**config.mk**
```make
export PLATFORM = sky130hd
export DESIGN_NAME = effective_address_unit
export DESIGN_NICKNAME = d
export VERILOG_FILES = /design/src/hdl/ea_unit_pkg.sv /design/src/hdl/effective_address_unit.sv
export SDC_FILE = /design/constraint.sdc
export NUM_CORES = 1
export LEC_CHECK = 0
export BUFFER_PORTS_ARGS = -buffer_cell sky130_fd_sc_hd__buf_4
export CORE_MARGIN = 3
export CORE_UTILIZATION = 35
export DETAILED_ROUTE_END_ITERATION = 7
export PLACE_DENSITY_LB_ADDON = 0.1
export SLEW_MARGIN = 0
export SYNTH_ARGS = -nofsm -noshare
export SYNTH_HDL_FRONTEND = slang
export SYNTH_SLANG_ARGS = --single-unit
```
**constraint.sdc**
```tcl
create_clock -name clock -period 7.32 [get_ports clock]
set_clock_uncertainty 0.1 [all_clocks]
set_input_delay 2.196 -clock clock [delete_from_list [all_inputs] [get_ports clock]]
set_output_delay 2.196 -clock clock [all_outputs]
set_load 0.05 [all_outputs]
```
**src/hdl/ea_unit_pkg.sv**
```systemverilog
// Constants and types shared by the effective address unit
package ea_unit_pkg;
	typedef enum logic [1:0] {sect14_mode, sect15_mode, rel15_mode, rel16_mode} mode_t;
	typedef enum logic [1:0] {class_sectored, class_relative, class_extended} addr_class_t;
	// Instruction word fields, bit 1 of the word is bit 15 here
	localparam int IND_BIT = 15;
	localparam int IDX_BIT = 14;
	localparam int SECT_BIT = 9;
	localparam int DISP_MSB = 8;
	localparam int DISP_W = 9;
	localparam int PC_SECT_LSB = 9;
	localparam int SECT14_PC_MSB = 13;
	localparam int SECT15_PC_MSB = 14;
	// Displacement limits, two's complement 9 bits
	localparam logic [8:0] REL_MIN_DISP = 9'h110;
	localparam logic [8:0] PREINDEX_LIMIT = 9'h040;
	// Address widths per mode
	localparam int ADDR_W = 16;
	localparam int SECT14_BITS = 14;
	localparam int SECT15_BITS = 15;
	localparam int REL16_BITS = 16;
	localparam logic [15:0] ADDR_RESET = 16'h0000;
	localparam logic [1:0] CLASS_RESET = 2'h0;
endpackage : ea_unit_pkg

```
**src/hdl/effective_address_unit.sv**
```systemverilog
// Effective address generator for memory reference instructions
//
// Overview of operation
// RULE1: Bit 1 indirect, bit 2 index, bit 7 sector, bits 8-16 displacement.
// RULE2: Index register load/store instructions use the index bit as opcode.
// RULE3: Class from mode, sector flag and displacement range.
// RULE4: Long reach and stack relative two words; stack push/pop one word.
// RULE5: Sectored memory is 512-word sectors addressed by 9-bit displacement.
// RULE6: Sector flag 0 puts displacement in sector zero.
// RULE7: Sector flag 1 in 14-bit mode concatenates program counter bits 3-7.
// RULE8: Indexing adds index register two's complement, truncated to the mode.
// RULE9: Indirection repeats until a word with indirect flag 0.
// RULE10: 16-bit relative indirect words are full addresses, one level only.
// RULE11: Final address truncated to 14, 15 or 16 bits by mode.
// RULE12: Program counter is not truncated; only formed addresses are.
// RULE13: Address beyond installed memory raises missing-memory trap.
// RULE14: Power-up and panel clear select the 14-bit sectored mode.
// RULE15: 14-bit mode indexes before and after indirection.
// RULE16: 14-bit mode pre-indexes the instruction, post-indexes flagged words.
// RULE17: 15-bit sectored post-indexes, pre-indexing only for S=0, D<'100.
// RULE18: Relative forms PC+1+D, then indirection, then indexing.
// RULE19: Two-word extended instructions never take relative addressing.
// RULE20: Sector and relative bases use the pre-fetch program counter.
// RULE21: Final address is presented with a one-cycle completion pulse.
// RULE22: Sequencer holds inputs stable; memory returns each indirect word.
`timescale 1ns/1ps
`default_nettype none
module effective_address_unit
	import ea_unit_pkg::*;
(
	input wire logic clock,
	input wire logic rst,
	input wire logic panel_clear,
	input wire logic mode_write,
	input wire ea_unit_pkg::mode_t mode_new,
	input wire logic start,
	input wire logic [15:0] instr,
	input wire logic [15:0] pc,
	input wire logic [15:0] index_reg,
	input wire logic index_op,
	input wire logic [15:0] mem_top,
	input wire logic [15:0] mem_rdata,
	input wire logic mem_valid,
	output logic mem_read,
	output logic [15:0] mem_addr,
	output logic [15:0] effective_address,
	output logic done,
	output logic busy,
	output logic extended,
	output logic two_word,
	output logic [1:0] ext_class,
	output logic missing_memory_trap,
	output ea_unit_pkg::mode_t mode
);
	import ea_unit_pkg::*;

	typedef enum logic [1:0] {st_idle, st_fetch, st_wait, st_finish} state_t;

	// Keep only the address bits that the mode makes significant
	function automatic logic [15:0] trunc(input logic [15:0] a, input mode_t m);
		logic [15:0] r;
		r = a;
		case (m)
			sect14_mode: r = {2'h0, a[SECT14_BITS-1:0]};
			sect15_mode: r = {1'h0, a[SECT15_BITS-1:0]};
			rel15_mode: r = {1'h0, a[SECT15_BITS-1:0]};
			default: r = a[REL16_BITS-1:0];
		endcase
		return r;
	endfunction : trunc

	// Both relative modes share the class split on the sector flag
	function automatic logic mode_is_relative(input mode_t m);
		return (m == rel15_mode) || (m == rel16_mode);
	endfunction : mode_is_relative

	// Displacements -256 to -241 carry an extended form, not an address
	function automatic logic in_ext_range(input logic [8:0] d);
		return d[8] && (d < REL_MIN_DISP);
	endfunction : in_ext_range

	// Sign-extend the displacement for relative forms
	function automatic logic [15:0] sext_disp(input logic [8:0] d);
		return {{7{d[8]}}, d};
	endfunction : sext_disp

	// Indirect flag of a returned word; full-width words carry none
	function automatic logic word_indirect(input logic [15:0] w, input mode_t m);
		logic f;
		f = 1'b0;
		case (m)
			sect14_mode: f = w[IND_BIT]; // RULE9
			sect15_mode: f = w[IND_BIT]; // RULE9
			rel15_mode: f = w[IND_BIT]; // RULE9
			default: f = 1'b0; // RULE10
		endcase
		return f;
	endfunction : word_indirect

	// Only the 14-bit sectored mode leaves room for an index flag in a word
	function automatic logic word_indexed(input logic [15:0] w, input mode_t m);
		logic f;
		f = 1'b0;
		if (m == sect14_mode) begin
			f = w[IDX_BIT]; // RULE15 RULE16
		end
		return f;
	endfunction : word_indexed

	// A request is taken only from idle and never under a panel clear
	function automatic logic request_taken(input state_t s, input logic go, input logic clr);
		return (s == st_idle) && go && !clr;
	endfunction : request_taken

	// Classify by mode, sector flag and signed displacement
	function automatic addr_class_t classify(input logic s, input logic [8:0] d, input mode_t m);
		addr_class_t c;
		c = class_sectored;
		if (mode_is_relative(m) && s) begin // RULE3
			if (in_ext_range(d)) begin // RULE19
				c = class_extended;
			end else begin
				c = class_relative;
			end
		end
		return c;
	endfunction : classify

	state_t state;
	logic [15:0] addr;
	logic post_index;

	logic ind_f;
	logic idx_f;
	logic sect_f;
	logic [8:0] disp;
	addr_class_t cls;
	logic [15:0] base;
	logic pre_index;
	logic [15:0] first_addr;
	logic word_ind;
	logic word_idx;
	logic [15:0] word_addr;
	logic [15:0] final_addr;
	logic take;

	assign ind_f = instr[IND_BIT]; // RULE1
	assign idx_f = instr[IDX_BIT] & ~index_op; // RULE2
	assign sect_f = instr[SECT_BIT]; // RULE1
	assign disp = instr[DISP_MSB:0]; // RULE1
	assign cls = classify(sect_f, disp, mode);
	assign take = request_taken(state, start, panel_clear);

	// Base address of the chain
	always_comb begin
		base = {7'h00, disp}; // RULE6
		if (cls == class_relative) begin
			base = pc + 16'h0001 + sext_disp(disp); // RULE18 RULE20
		end else if (sect_f) begin
			if (mode == sect14_mode) begin
				base = {2'h0, pc[SECT14_PC_MSB:PC_SECT_LSB], disp}; // RULE7 RULE20
			end else begin
				base = {1'h0, pc[SECT15_PC_MSB:PC_SECT_LSB], disp}; // RULE5 RULE20
			end
		end
	end

	// Pre-index unless the mode defers indexing past the indirect chain
	always_comb begin
		pre_index = 1'b0;
		if (idx_f) begin
			if (!ind_f) begin
				pre_index = 1'b1; // RULE18
			end else if (mode == sect14_mode) begin
				pre_index = 1'b1; // RULE15 RULE16
			end else if (cls == class_sectored && !sect_f && disp < PREINDEX_LIMIT) begin
				pre_index = 1'b1; // RULE17
			end
		end
	end

	assign first_addr = trunc(base + (pre_index ? index_reg : 16'h0000), mode); // RULE8

	// Interpret a returned indirect word according to the mode
	always_comb begin
		word_ind = word_indirect(mem_rdata, mode); // RULE9 RULE10
		word_idx = word_indexed(mem_rdata, mode); // RULE16
		word_addr = trunc(mem_rdata, mode); // RULE17
		if (word_idx) begin
			word_addr = word_addr + index_reg; // RULE15
		end
		word_addr = trunc(word_addr, mode); // RULE8
	end

	// Deferred index added once the chain ends
	assign final_addr = trunc(addr + (post_index ? index_reg : 16'h0000), mode); // RULE11 RULE17 RULE18

	// Mode register; program counter is never touched here, so it may run past the range
	always_ff @(posedge clock or posedge rst) begin
		if (rst) begin
			mode <= sect14_mode; // RULE14
		end else if (panel_clear) begin
			mode <= sect14_mode; // RULE14
		end else if (mode_write && state == st_idle) begin
			mode <= mode_new; // RULE12
		end
	end

	// Forming address: first step on a taken request, then each returned word
	always_ff @(posedge clock or posedge rst) begin
		if (rst) begin
			addr <= ADDR_RESET;
		end else if (take) begin
			addr <= first_addr; // RULE8
		end else if (state == st_wait && mem_valid) begin
			addr <= word_addr; // RULE9
		end
	end

	// Index deferred past the indirect chain
	always_ff @(posedge clock or posedge rst) begin
		if (rst) begin
			post_index <= 1'b0;
		end else if (take) begin
			post_index <= idx_f & ~pre_index; // RULE17 RULE18
		end
	end

	// Address calculation sequence
	always_ff @(posedge clock or posedge rst) begin
		if (rst) begin
			state <= st_idle;
		end else begin
			case (state)
				st_idle: begin
					if (take) begin
						if (cls == class_extended) begin
							state <= st_finish; // RULE4
						end else if (ind_f) begin
							state <= st_fetch; // RULE9
						end else begin
							state <= st_finish;
						end
					end
				end
				st_fetch: begin
					state <= st_wait;
				end
				st_wait: begin
					if (mem_valid) begin // RULE22
						state <= word_ind ? st_fetch : st_finish; // RULE9 RULE10
					end
				end
				st_finish: begin
					state <= st_idle;
				end
				default: begin
					state <= st_idle;
				end
			endcase
		end
	end

	// Memory read request, one cycle per indirect level
	always_ff @(posedge clock or posedge rst) begin
		if (rst) begin
			mem_read <= 1'b0;
		end else begin
			mem_read <= (state == st_fetch); // RULE9
		end
	end

	// Read address held until the next level so a slow memory sees it stable
	always_ff @(posedge clock or posedge rst) begin
		if (rst) begin
			mem_addr <= ADDR_RESET;
		end else if (state == st_fetch) begin
			mem_addr <= addr;
		end
	end

	// Completion pulse to the sequencer
	always_ff @(posedge clock or posedge rst) begin
		if (rst) begin
			done <= 1'b0;
		end else begin
			done <= (state == st_finish); // RULE21
		end
	end

	// Busy from the cycle after a taken request up to the done pulse
	always_ff @(posedge clock or posedge rst) begin
		if (rst) begin
			busy <= 1'b0;
		end else begin
			busy <= (state != st_idle) || take;
		end
	end

	// Extended class report, captured when a request is taken
	always_ff @(posedge clock or posedge rst) begin
		if (rst) begin
			extended <= 1'b0;
			two_word <= 1'b0;
			ext_class <= CLASS_RESET;
		end else if (take) begin
			extended <= (cls == class_extended); // RULE3
			two_word <= (cls == class_extended) && !instr[1]; // RULE4
			ext_class <= (cls == class_extended) ? instr[1:0] : CLASS_RESET;
		end
	end

	// Extended forms are only classified here, so they report a zero address
	always_ff @(posedge clock or posedge rst) begin
		if (rst) begin
			effective_address <= ADDR_RESET;
		end else if (state == st_finish) begin
			if (!extended) begin
				effective_address <= final_addr; // RULE11 RULE21
			end else begin
				effective_address <= ADDR_RESET;
			end
		end
	end

	// Trap pulse only when a formed address passes the installed memory
	always_ff @(posedge clock or posedge rst) begin
		if (rst) begin
			missing_memory_trap <= 1'b0;
		end else begin
			missing_memory_trap <= (state == st_finish) && !extended && (final_addr > mem_top); // RULE13
		end
	end
endmodule : effective_address_unit
`default_nettype wire

```
**Word level (Yosys, flattened, before mapping)**

Cells that the tools add are included.

- Eq/ne operators: 10
- Bitwise gates (word level): 4
- Muxes and demuxes: 30
- Order comparisons: 3
- Add/subtract/negate cells: 5
- Reductions and logical operators: 26

Operator list:

| cell | number |
|---|---|
| $pmux W16 S2 | 4 |
| $mux W16 | 7 |
| $add A16 B16 Y16 | 4 |
| $mux W15 | 2 |
| $mux W2 | 10 |
| $add A16 B1 Y16 const B | 1 |
| $gt A16 B16 Y1 | 1 |
| $logic_and A1 B1 Y1 | 11 |
| $eq A2 B2 Y1 const B | 5 |
| $lt A9 B7 Y1 const B | 1 |
| $lt A9 B9 Y1 const B | 1 |
| $pmux W2 S4 | 1 |
| $eq A2 B1 Y1 const B | 3 |
| $logic_not A2 Y1 | 3 |
| $mux W1 | 6 |
| $reduce_bool A2 Y1 | 3 |
| $logic_not A1 Y1 | 4 |
| $ne A2 B2 Y1 const B | 2 |
| $reduce_or A3 Y1 | 1 |
| $and A1 B1 Y1 | 2 |
| $logic_or A1 B1 Y1 | 2 |
| $not A1 Y1 | 2 |
| $reduce_and A2 Y1 | 1 |
| $reduce_or A2 Y1 | 1 |

- Register bits after elaboration: 61
- Bits of input ports: 89
- Logic and storage cells: 91
- Output and inout port bits: 42

**Logic depth before layout (Yosys ltp)**

Gate-level depths: netlist of run 1.

- Depth in word-level cells: 15
- Mapped depth: 19
- Mapped depth without buffers: 19

**Worst setup path before layout of run 1**

Ideal clock, no wire load.

- Path kind: input-to-reg
- Start: input port instr[9]
- End: register addr[14]
- Data required time: 7.091 ns
- Arrival time: 5.387 ns
- Path buffers: 3
- Stages: 18
- Setup time: 0.129 ns
- Setup slack: 1.704 ns
- Path through: clkbuf_1 o21ai_0 nand2b_1 clkbuf_1 clkbuf_1 nand2_1 o21ai_0 ha_1 fa_1 a21o_1 a21oi_1 o211ai_1 o211ai_1 o21a_1 o21ai_0 and4b_1 o31ai_1 o21ai_1

- Cells in the longest elaborated chain, start to end: 13
- Elaborated cells between the ends (all ways): 17
- Those cells by class: add/sub: 1; eq/ne: 1; mux: 10; reduce/logical: 5

Ends and longest elaborated chain:

| element | RTL line | RTL |
|---|---|---|
| from (decl) | effective_address_unit.sv:37 | `input wire logic [15:0] instr,` |
| $logic_and A1 B1 Y1 | effective_address_unit.sv:119 | `if (mode_is_relative(m) && s) begin` |
| $mux W2 | effective_address_unit.sv:119 |  |
| $logic_not A2 Y1 | effective_address_unit.sv:176 | `end else if (cls == class_sectored && !sect_f && disp < PREINDEX_LIMIT) begin` |
| $logic_and A1 B1 Y1 (2 in a row) | effective_address_unit.sv:176 |  |
| $mux W1 | effective_address_unit.sv:176 |  |
| $mux W1 | effective_address_unit.sv:174 | `end else if (mode == sect14_mode) begin` |
| $mux W1 | effective_address_unit.sv:172 | `if (!ind_f) begin` |
| $mux W1 | effective_address_unit.sv:171 | `if (idx_f) begin` |
| $mux W16 | effective_address_unit.sv:182 | `assign first_addr = trunc(base + (pre_index ? index_reg : 16'h0000), mode);` |
| $add A16 B16 Y16 * | effective_address_unit.sv:182 |  |
| $pmux W16 S2 * | effective_address_unit.sv:63 | `case (m)` |
| $mux W16 * | effective_address_unit.sv:213 | `end else if (take) begin` |
| to (signal assigned) | effective_address_unit.sv:214 | `addr <= first_addr;` |
| to (signal assigned) | effective_address_unit.sv:216 | `addr <= word_addr;` |
| to (decl) | effective_address_unit.sv:130 | `logic [15:0] addr;` |

Mark *: on every way between the ends. The rest lies on a longest branch, timed or not.
A chain may end at the register's enable or synchronous reset.

**Final worst setup path of run 1**

Ends and elaborated chain as after synthesis.

==> results.json, run 1 <==
{
  "synth_ff_type": "dfrtp_1",
  "fin_crit_ns": 5.98,
  "ys_ff_latch": 61,
  "holdCritPathClass": "flop to flop",
  "leakagePower_nw": 3.61,
  "setup_slack_ns": 1.34,
  "rsz0062_at_grt": "no",
  "finalSetupViolations": 0,
  "postSynth.asyncResetShare": 1.00,
  "grt_remaining_overflow": 0,
  "cp.arrival_ns": 6.08,
  "syn_nets": 882,
  "synth_edf_count": 0,
  "dp.cells": 1036,
  "relSlewSlack": 0.269,
  "final.setup.tns_ns": 0,
  "first_pass_iters": 6,
  "min_from": "effective_address[0]$_DFFE_PP0P_",
  "clk_pin_slew_ns": 0.06,
  "grt_pass1_vias": 5509,
  "hold_buffers": 0,
  "r2r-end": "addr[14]$_DFFE_PP0P_",
  "netlist_instances": 709,
  "antenna_found_initial": 0,
  "io_pins": 131,
  "final_cell_mix": "buf_4, ha_1, dfrtp_1, nand2_1, o21ai_0",
  "final_nets": 1000,
  "post-place-ws_ns": 0.984,
  "die_y_um": 137,
  "reg2reg_depth": 15,
  "first_iter_violations": 270,
  "grt_usage": 0.189,
  "coreArea_um2": 16600,
  "vias": 5585,
  "htree_levels": 3,
  "cts.sinks": 61,
  "min_period_over_period": 0.817,
  "synth_cell_types": 61,
  "dieArea_um2": 18700,
  "ys_seq_area_frac": 0.255,
  "n_antenna_cell": 0,
  "wire_per_inst_um": 16.6,
  "drc": 0,
  "cts_tree": "done",
  "whs_path_depth": 2,
  "met1_usage": 0.242,
  "area_growth_pct": 23.8,
  "syn_avg_cell_area_um2": 8.43,
  "vias_per_cell": 5.31,
  "yosys_warnings": 0,
  "fin_cells": 1052,
  "min_to": "effective_address[0]$_DFFE_PP0P_",
  "required_ns": 7.42,
  "synth_area_um2": 5980,
  "cts_root_buf": "clkbuf_16",
  "critPathKind": "input pin to flop",
  "wirelength_um": 17400,
  "dp_hpwl_um": 14000,
  "die_x_um": 137,
  "clock_latency_ns": 0.33,
  "layout_commonest_cell": "buf_4",
  "layout-drive-gt1-share": 0.202,
  "num_rows": 47,
  "status": "finished, final reports clean",
  "gp_congestion": 0.890,
  "cts_resized": 0,
  "grt_pass1_wl_um": 28000,
  "cts_made_buffers": 9,
  "tightest_slew_ns": 1.09,
  "postLayoutCoreUtil": 0.445,
  "r2r_start": "mode[1]$_DFFE_PP0P_",
  "power.density_nw_per_um2": 304,
  "cp-end-kind": "flop",
  "start_kind": "input pin",
  "grt-busiest-layer": "met2",
  "use_met3": 0.0294,
  "start_util": 0.359,
  "cts_setup_buffers": 0,
  "r2r_setup_slack_ns": 2.26,
  "io_buffers": 126,
  "use_met2": 0.331,
  "max-cap-violations": 0,
  "grt_max_degree": 62,
  "holdWs_ns": 0.381,
  "ir_worst_vdd_mv": 0.178,
  "cp_max_fo": 27,
  "clockBufferDepth": 2,
  "hold_viol": 0,
  "ant_nets": 0,
  "clock.fmax_ghz": 0.167,
  "slew_violations": 0
}
[stage by stage]
stage | cell area [um2] | total power [W]
after floorplan | 5980 | 0.00149
after global placement | 7140 | 0.00186
after detailed placement | 7140 | 0.00188
after CTS | 7400 | 0.00227
after global routing | 7400 | 0.00242
final | 7400 | 0.00225
[kinds of logic (layout without fill, tap and decap cells)]
kind of cell / Yosys count / in the layout / synth area share
AOI/OAI and AO/OA: 216 / 216 / 0.237
xor gates and xnor gates: 47 / 47 / 0.0689
adders and majority gates: 84 / 84 / 0.181
buffers and inverters: 69 / 192 / 0.0433
DFF: 61 / 61 / 0.255
muxes: 19 / 19 / 0.0352
and+or+nand+nor: 213 / 213 / 0.179
[synthesized netlist by cell type (3+ instances only)]
master    count  area share
or2_2         3      0.0031
o211ai_1     13       0.016
o31ai_1       7      0.0088
or3_1         4      0.0042
nand4_1       4      0.0042
o21bai_1      4      0.0050
nand3b_1      4      0.0050
o21a_1       13       0.016
mux2i_1       3      0.0050
nor2_1       35       0.022
nand3_1      14       0.012
nor2b_1      11       0.012
and2_1       32       0.033
xor2_1       24       0.035
mux2_2       16       0.030
o22ai_1       7      0.0073
nor3_1       20       0.017
a211oi_1      8       0.010
xnor2_1      23       0.034
o311ai_0      3      0.0044
a31oi_1       5      0.0052
o21ai_1       5      0.0042
and3_1        5      0.0052
dfrtp_1      61        0.26
nand2_1      60       0.038
fa_1          4       0.013
a22o_1       17       0.025
inv_1        48       0.030
nand2b_1     12       0.013
o21ai_0      52       0.044
clkbuf_1     20       0.013
a21oi_1      48       0.040
a21o_1       11       0.014
ha_1         80        0.17
[critical path: stages]
cell and delay (ns):
buf_4 0.14, o21ai_0 0.25, nand2b_1 0.70, o21ai_0 0.23
ha_1 0.28, fa_1 0.41, a21o_1 0.18, a21oi_1 0.29
o211ai_1 0.17, o211ai_1 0.16, o21a_1 0.21, o21ai_0 0.18
and4b_1 0.25, o31ai_1 0.31, o21ai_1 0.11
[sequential cells by signal (all words and copies together), names as in the netlist]
| signal | cells |
|---|---|
| mem_read | 1 |
| mem_addr | 16 |
| effective_address | 16 |
| two_word | 1 |
| ext_class | 2 |
| missing_memory_trap | 1 |
| extended | 1 |
| busy | 1 |
| addr | 16 |
| post_index | 1 |
| state | 2 |
| mode | 2 |
| done | 1 |
[cell type report]
cell class | instances | area [um2]
clock buffer | 11 | 233
clock inverter | 5 | 27.5
fill | 1666 | 9240
inverter | 48 | 180
multi-input combinational | 579 | 4200
sequential | 61 | 1530
tap | 220 | 275
timing repair buffer | 128 | 961
[routing by layer]
| layer | wire length (um) | vias up |
|---|---|---|
| met5 | 0 | - |
| met2 | 8380 | 146 |
| met3 | 974 | 16 |
| li1 | - | 2812 |
| met1 | 7800 | 2611 |
| met4 | 257 | 0 |
[power breakdown]
group	internal, W	switching, W
Combinational	0.000488	0.000792
Clock	0.000227	0.000158
Sequential	0.000476	0.000110
Total	0.00119	0.00106
[worst max-delay path by stage]
stage | from | to | slack [ns] | depth (start not counted)
finish | instr[9] | addr[14]$_DFFE_PP0P_ | 1.34 | 15
global route | instr[9] | addr[14]$_DFFE_PP0P_ | 0.98 | 15
CTS | instr[9] | addr[14]$_DFFE_PP0P_ | 1.34 | 15
detailed placement | instr[9] | addr[14]$_DFFE_PP0P_ | 0.98 | 15
global placement | instr[9] | addr[15]$_DFFE_PP0P_ | 1.01 | 14
floorplan | instr[9] | addr[14]$_DFFE_PP0P_ | 1.70 | 18
Note: power is estimated with default switching activity, not from simulation.
==> inputs of run 2 (changes only) <==
==> constraint.sdc (replaced) <==
create_clock -name clock -period 5 [get_ports clock]
set_clock_uncertainty 0.1 [all_clocks]
set_input_delay 1.5 -clock clock [delete_from_list [all_inputs] [get_ports clock]]
set_output_delay 1.5 -clock clock [all_outputs]
set_load 0.05 [all_outputs]
==> run 2 against run 1 <==
Wire length up 3.9%. Power up 53%. Via count up 3.1%. Hold slack better by 0.0062 ns. Highest routed layer unchanged. Register-to-register slack worse by 1.4 ns.
==> results.json, run 2 (synthesis gave the netlist of run 1 again) <==
{
  "grt_pass1_vias": 5662,
  "cts_root_buf": "clkbuf_16",
  "die_y_um": 137,
  "slew_violations": 0,
  "io_pins": 131,
  "dieArea_um2": 18700,
  "final_nets": 1050,
  "clock_latency_ns": 0.34,
  "clock.fmax_ghz": 0.209,
  "final_area_um2": 7850,
  "tightest_slew_ns": 0.948,
  "first_iter_violations": 270,
  "coreArea_um2": 16600,
  "final.fill_count": 1670,
  "start_util": 0.359,
  "fin_crit_ns": 4.79,
  "relSlewSlack": 0.366,
  "holdCritPathClass": "flop to flop",
  "dp.cells": 1083,
  "vias": 5760,
  "ant_nets": 0,
  "wire_per_inst_um": 16.4,
  "grt_remaining_overflow": 0,
  "start_kind": "input pin",
  "drc": 0,
  "htree_levels": 3,
  "cts_tree": "done",
  "layout_commonest_cell": "buf_4",
  "cts_made_buffers": 9,
  "top_regs": "addr x16, effective_address x16, mem_addr x16",
  "final.setup.tns_ns": 0,
  "postLayoutCoreUtil": 0.472,
  "cp.arrival_ns": 4.89,
  "cp-end-kind": "flop",
  "first_pass_iters": 4,
  "min_period_over_period": 0.957,
  "max-cap-violations": 0,
  "finalSetupViolations": 0,
  "dp_hpwl_um": 14700,
  "cts.sinks": 61,
  "grt_usage": 0.193,
  "critPathKind": "input pin to flop",
  "antenna_found_initial": 0,
  "final_cell_mix": "buf_4, ha_1, dfrtp_1, nand2_1, o21ai_0",
  "die_x_um": 137,
  "vias_per_cell": 5.23,
  "wirelength_um": 18100,
  "power.density_nw_per_um2": 439,
  "hold_viol": 0,
  "area_growth_pct": 31.4,
  "finalPower_w": 0.00345,
  "io_buffers": 126,
  "num_rows": 47,
  "clk_pin_slew_ns": 0.06,
  "n_antenna_cell": 0,
  "ir_worst_vdd_mv": 0.232,
  "fin_cells": 1102,
  "grt_pass1_wl_um": 28300,
  "leakagePower_nw": 3.88,
  "clockBufferDepth": 2,
  "gp_congestion": 0.871,
  "cp_max_fo": 3,
  "layout-drive-gt1-share": 0.255,
  "status": "finished, final reports clean",
  "required_ns": 5.11,
  "grt_max_degree": 39,
  "place_area_um2": 7490
}
[run 2: changes by cell type in the layout (fill, tap and decap cells not counted), sizes merged]
| cell | change |
|---|---|
| buf | +50 |
| clkinvlp | -1 |
| bufinv | +1 |
[run 2: per-stage QoR]
step / hold WS [ns] / setup WS [ns]
finish: 0.387 / 0.214
global route: 0.417 / -0.0257
CTS: 0.389 / 0.0509
detailed placement: 0.377 / -0.306
global placement: 0.367 / -0.207
floorplan: 0.405 / 0.0798
[run 2: per-layer routing]
layer	routed length (um)	part of all wire	vias to the layer above	global-route usage
met2	8760	0.48	156	0.337
li1	-	-	2915	-
met1	7900	0.44	2656	0.240
met4	401	0.022	0	0.0677
met5	0	0	-	0
met3	1030	0.057	33	0.0316
[run 2: timing repair]
item	4_1_cts	5_1_grt
gates resized for setup	0	13
hold buffers	0	0
setup endpoints to repair	0	3
setup buffers	0	3
[run 2: cell type report]
cell class | count | area, um2 | area share
Clock inverter | 5 | 61.3 | 0.00781
Clock buffer | 11 | 233 | 0.0296
Multi-Input combinational cell | 579 | 4240 | 0.540
Sequential cell | 61 | 1530 | 0.194
Timing Repair Buffer | 178 | 1340 | 0.170
Inverter | 48 | 180 | 0.0229
Tap cell | 220 | 275 | 0.0350
[run 2: worst paths after layout]
kind                                                   from                          endpoint  slack [ns]  cells past startpoint
min in group asynchronous                               rst           mem_addr[2]$_DFFE_PP0P_        1.25                      2
max in group asynchronous                               rst               addr[6]$_DFFE_PP0P_        2.68                      3
max reg2reg                          post_index$_DFFE_PP0P_     missing_memory_trap$_DFF_PP0_        0.86                     16
max                                            index_reg[0]     missing_memory_trap$_DFF_PP0_        0.21                     17
min reg2reg                effective_address[0]$_DFFE_PP0P_  effective_address[0]$_DFFE_PP0P_        0.39                      2
min                        effective_address[0]$_DFFE_PP0P_  effective_address[0]$_DFFE_PP0P_        0.39                      2
[run 2: power by group]
group	internal, W	total (W)	switching, W
sequential	0.000697	0.000860	0.000163
clock	0.000388	0.000636	0.000248
combinational	0.000769	0.00195	0.00118
total	0.00185	0.00345	0.00160
[run 2: worst max-delay path, cell delays in order]
cell and delay, ns:
buf_4 0.12, and2_1 0.15, ha_1 0.21, fa_1 0.39
a21o_1 0.18, a21oi_2 0.15, o21bai_1 0.09, a31oi_1 0.24
o21ai_2 0.13, a2111oi_2 0.38, nor3_1 0.11, xor2_1 0.24
ha_1 0.28, o21ai_0 0.09, nand2b_1 0.10, a2111oi_2 0.40
a21oi_1 0.11
==> inputs of run 3 (changes only) <==
--- a/config.mk
+++ b/config.mk
@@ -8,8 +8,10 @@
 export BUFFER_PORTS_ARGS = -buffer_cell sky130_fd_sc_hd__buf_4
 export CORE_MARGIN = 3
 export CORE_UTILIZATION = 35
+export CTS_BUF_LIST = sky130_fd_sc_hd__clkbuf_4 sky130_fd_sc_hd__clkbuf_8
 export DETAILED_ROUTE_END_ITERATION = 7
 export PLACE_DENSITY_LB_ADDON = 0.1
+export REMOVE_ABC_BUFFERS = 1
 export SLEW_MARGIN = 0
 export SYNTH_ARGS = -nofsm -noshare
 export SYNTH_HDL_FRONTEND = slang
==> run 3 against run 2 <==
Setup slack barely moved. Sequential power hardly changed. Power down 4.6%. Non-clock buffer count rose by 1. Register-to-register slack got worse by 0.02 ns. Critical path depth increased by 2. Global-route usage decreased by 0.21 points. Sequential share of layout area up 0.22 points. Combinational power about the same. Wire length decreased by 1.6%. Via count fell by 1.8%. Flip-flop and latch count unchanged. Critical endpoint unchanged.
==> results.json, run 3 (synthesis gave the netlist of run 1 again) <==
{
  "status": "finished, final reports clean",
  "grt_pass1_vias": 5740,
  "die_x_um": 137,
  "num_rows": 47,
  "ir_worst_vdd_mv": 0.284,
  "grt_remaining_overflow": 0,
  "antenna_found_initial": 0,
  "fin_crit_ns": 4.79,
  "io_pins": 131,
  "n_antenna_cell": 0,
  "final_nets": 1051,
  "io_buffers": 126,
  "start_kind": "input pin",
  "grt_pass1_wl_um": 28200,
  "top_regs": "addr x16, effective_address x16, mem_addr x16",
  "dieArea_um2": 18700,
  "cts.sinks": 61,
  "power.density_nw_per_um2": 424,
  "clock.fmax_ghz": 0.209,
  "whs_path_depth": 2,
  "first_iter_violations": 234,
  "vias_per_cell": 5.14,
  "final_cell_mix": "buf_4, ha_1, dfrtp_1, nand2_1, o21ai_0",
  "path_cells": "buf_4 > and2_1 > ha_1 > fa_1 > a21o_1 > a21oi_2 > o21bai_1 > a31oi_2 > o21ai_1 > buf_4 > a21oi_1 > xnor2_1 > ha_1 > a21oi_1 > nor2b_1 > o21ai_0 > nand2b_1 > a2111oi_4 > a21oi_1",
  "max-cap-violations": 0,
  "hold_buffers": 0,
  "cts_made_buffers": 9,
  "cp-startpoint": "index_reg[0]",
  "r2r_start": "post_index$_DFFE_PP0P_",
  "htree_levels": 3,
  "tightest_slew_ns": 0.911,
  "slew_violations": 0,
  "dp_hpwl_um": 14700,
  "leakagePower_nw": 3.84,
  "r2r_setup_slack_ns": 0.84,
  "clockBufferDepth": 2,
  "min_period_over_period": 0.957,
  "final_area_um2": 7770,
  "coreArea_um2": 16600,
  "wire_per_inst_um": 16.2,
  "relSlewSlack": 0.391,
  "vias": 5659,
  "required_ns": 5.14,
  "area_growth_pct": 29.9,
  "clock_latency_ns": 0.36,
  "layout-drive-gt1-share": 0.255,
  "cts_root_buf": "clkbuf_8",
  "wirelength_um": 17800,
  "critPathKind": "input pin to flop",
  "hold_viol": 0,
  "final.fill_count": 1636,
  "finalSetupViolations": 0,
  "layout_commonest_cell": "buf_4",
  "final.setup.tns_ns": 0,
  "cp_max_fo": 3,
  "holdCritPathClass": "flop to flop",
  "grt_usage": 0.191,
  "gp_congestion": 0.891,
  "crit_path_frequent_cell": "a21oi_1",
  "cts_tree": "done",
  "die_y_um": 137,
  "grt_max_degree": 40,
  "start_util": 0.359,
  "cp_slowest_stage_delay_ns": 0.40,
  "reg2reg_depth": 18,
  "place_area_um2": 7520,
  "drc": 0,
  "cp.arrival_ns": 4.92,
  "first_pass_iters": 5,
  "r2r-end": "missing_memory_trap$_DFF_PP0_",
  "holdWs_ns": 0.385,
  "crit_end": "missing_memory_trap$_DFF_PP0_",
  "cpMaxStageDelayCell": "fa_1",
  "cp-end-kind": "flop",
  "ant_nets": 0,
  "clk_pin_slew_ns": 0.08
}
==> run 3: cell count changes in the layout (fill, tap and decap cells not counted), sizes merged <==
| cell | before | now |
|---|---|---|
| clkinvlp | 0 | 1 |
| clkinv | 4 | 2 |
| buf | 178 | 179 |
==> run 3: area by class of cell <==
cell class                      instances  area [um2]  area share
Sequential cell                        61        1530       0.197
Clock inverter                          4        47.5     0.00612
Timing Repair Buffer                  179        1340       0.173
Tap cell                              220         275      0.0354
Multi-Input combinational cell        579        4240       0.546
Inverter                               48         180      0.0232
Clock buffer                           11         151      0.0195
==> run 3: repair_timing <==
item / CTS / global route
gates resized for setup: 0 / 10
setup endpoints to repair: 0 / 5
buffers inserted: 0 / 1
==> run 3: per-stage QoR <==
step           instances  worst slack (ns)  total power [W]   util
2_1_floorplan        688             0.198          0.00217      -
3_3_place_gp        1086            -0.184          0.00277  0.452
3_5_place_dp        1086            -0.309          0.00282  0.452
4_1_cts             1101            0.0534          0.00329  0.464
5_1_grt             1102           -0.0330          0.00352  0.467
6_report            1102             0.214          0.00329  0.467
==> run 3: how the worst min path moves through the flow <==
stage                     slack, ns                             start                               end
after CTS                      0.40  effective_address[0]$_DFFE_PP0P_  effective_address[0]$_DFFE_PP0P_
after floorplan                0.40              addr[13]$_DFFE_PP0P_          mem_addr[13]$_DFFE_PP0P_
final                          0.38  effective_address[0]$_DFFE_PP0P_  effective_address[0]$_DFFE_PP0P_
after detailed placement       0.38  effective_address[0]$_DFFE_PP0P_  effective_address[0]$_DFFE_PP0P_
after global routing           0.41  effective_address[0]$_DFFE_PP0P_  effective_address[0]$_DFFE_PP0P_
after global placement         0.37  effective_address[1]$_DFFE_PP0P_  effective_address[1]$_DFFE_PP0P_
==> run 3: worst max-delay path: cells and delay by family <==
family | cells | cell delay [ns]
AO/OA/AOI/OAI | 10 | 1.74
XOR/XNOR | 1 | 0.18
adder cells (fa/ha/maj) | 3 | 0.89
buffers and inverters | 2 | 0.29
AND/OR/NAND/NOR | 3 | 0.34
==> run 3: where the power goes <==
group	total (W)	switching, W	internal, W
Combinational	0.00197	0.00119	0.000784
Sequential	0.000861	0.000165	0.000696
Clock	0.000460	0.000207	0.000253
Total	0.00329	0.00156	0.00173
==> run 3: per-layer routing <==
layer	track usage	up-vias	share of wire
li1	-	2902	-
met1	0.247	2613	0.45
met2	0.342	131	0.50
met3	0.0191	13	0.046
met4	0.0442	0	0.010
met5	0	-	0
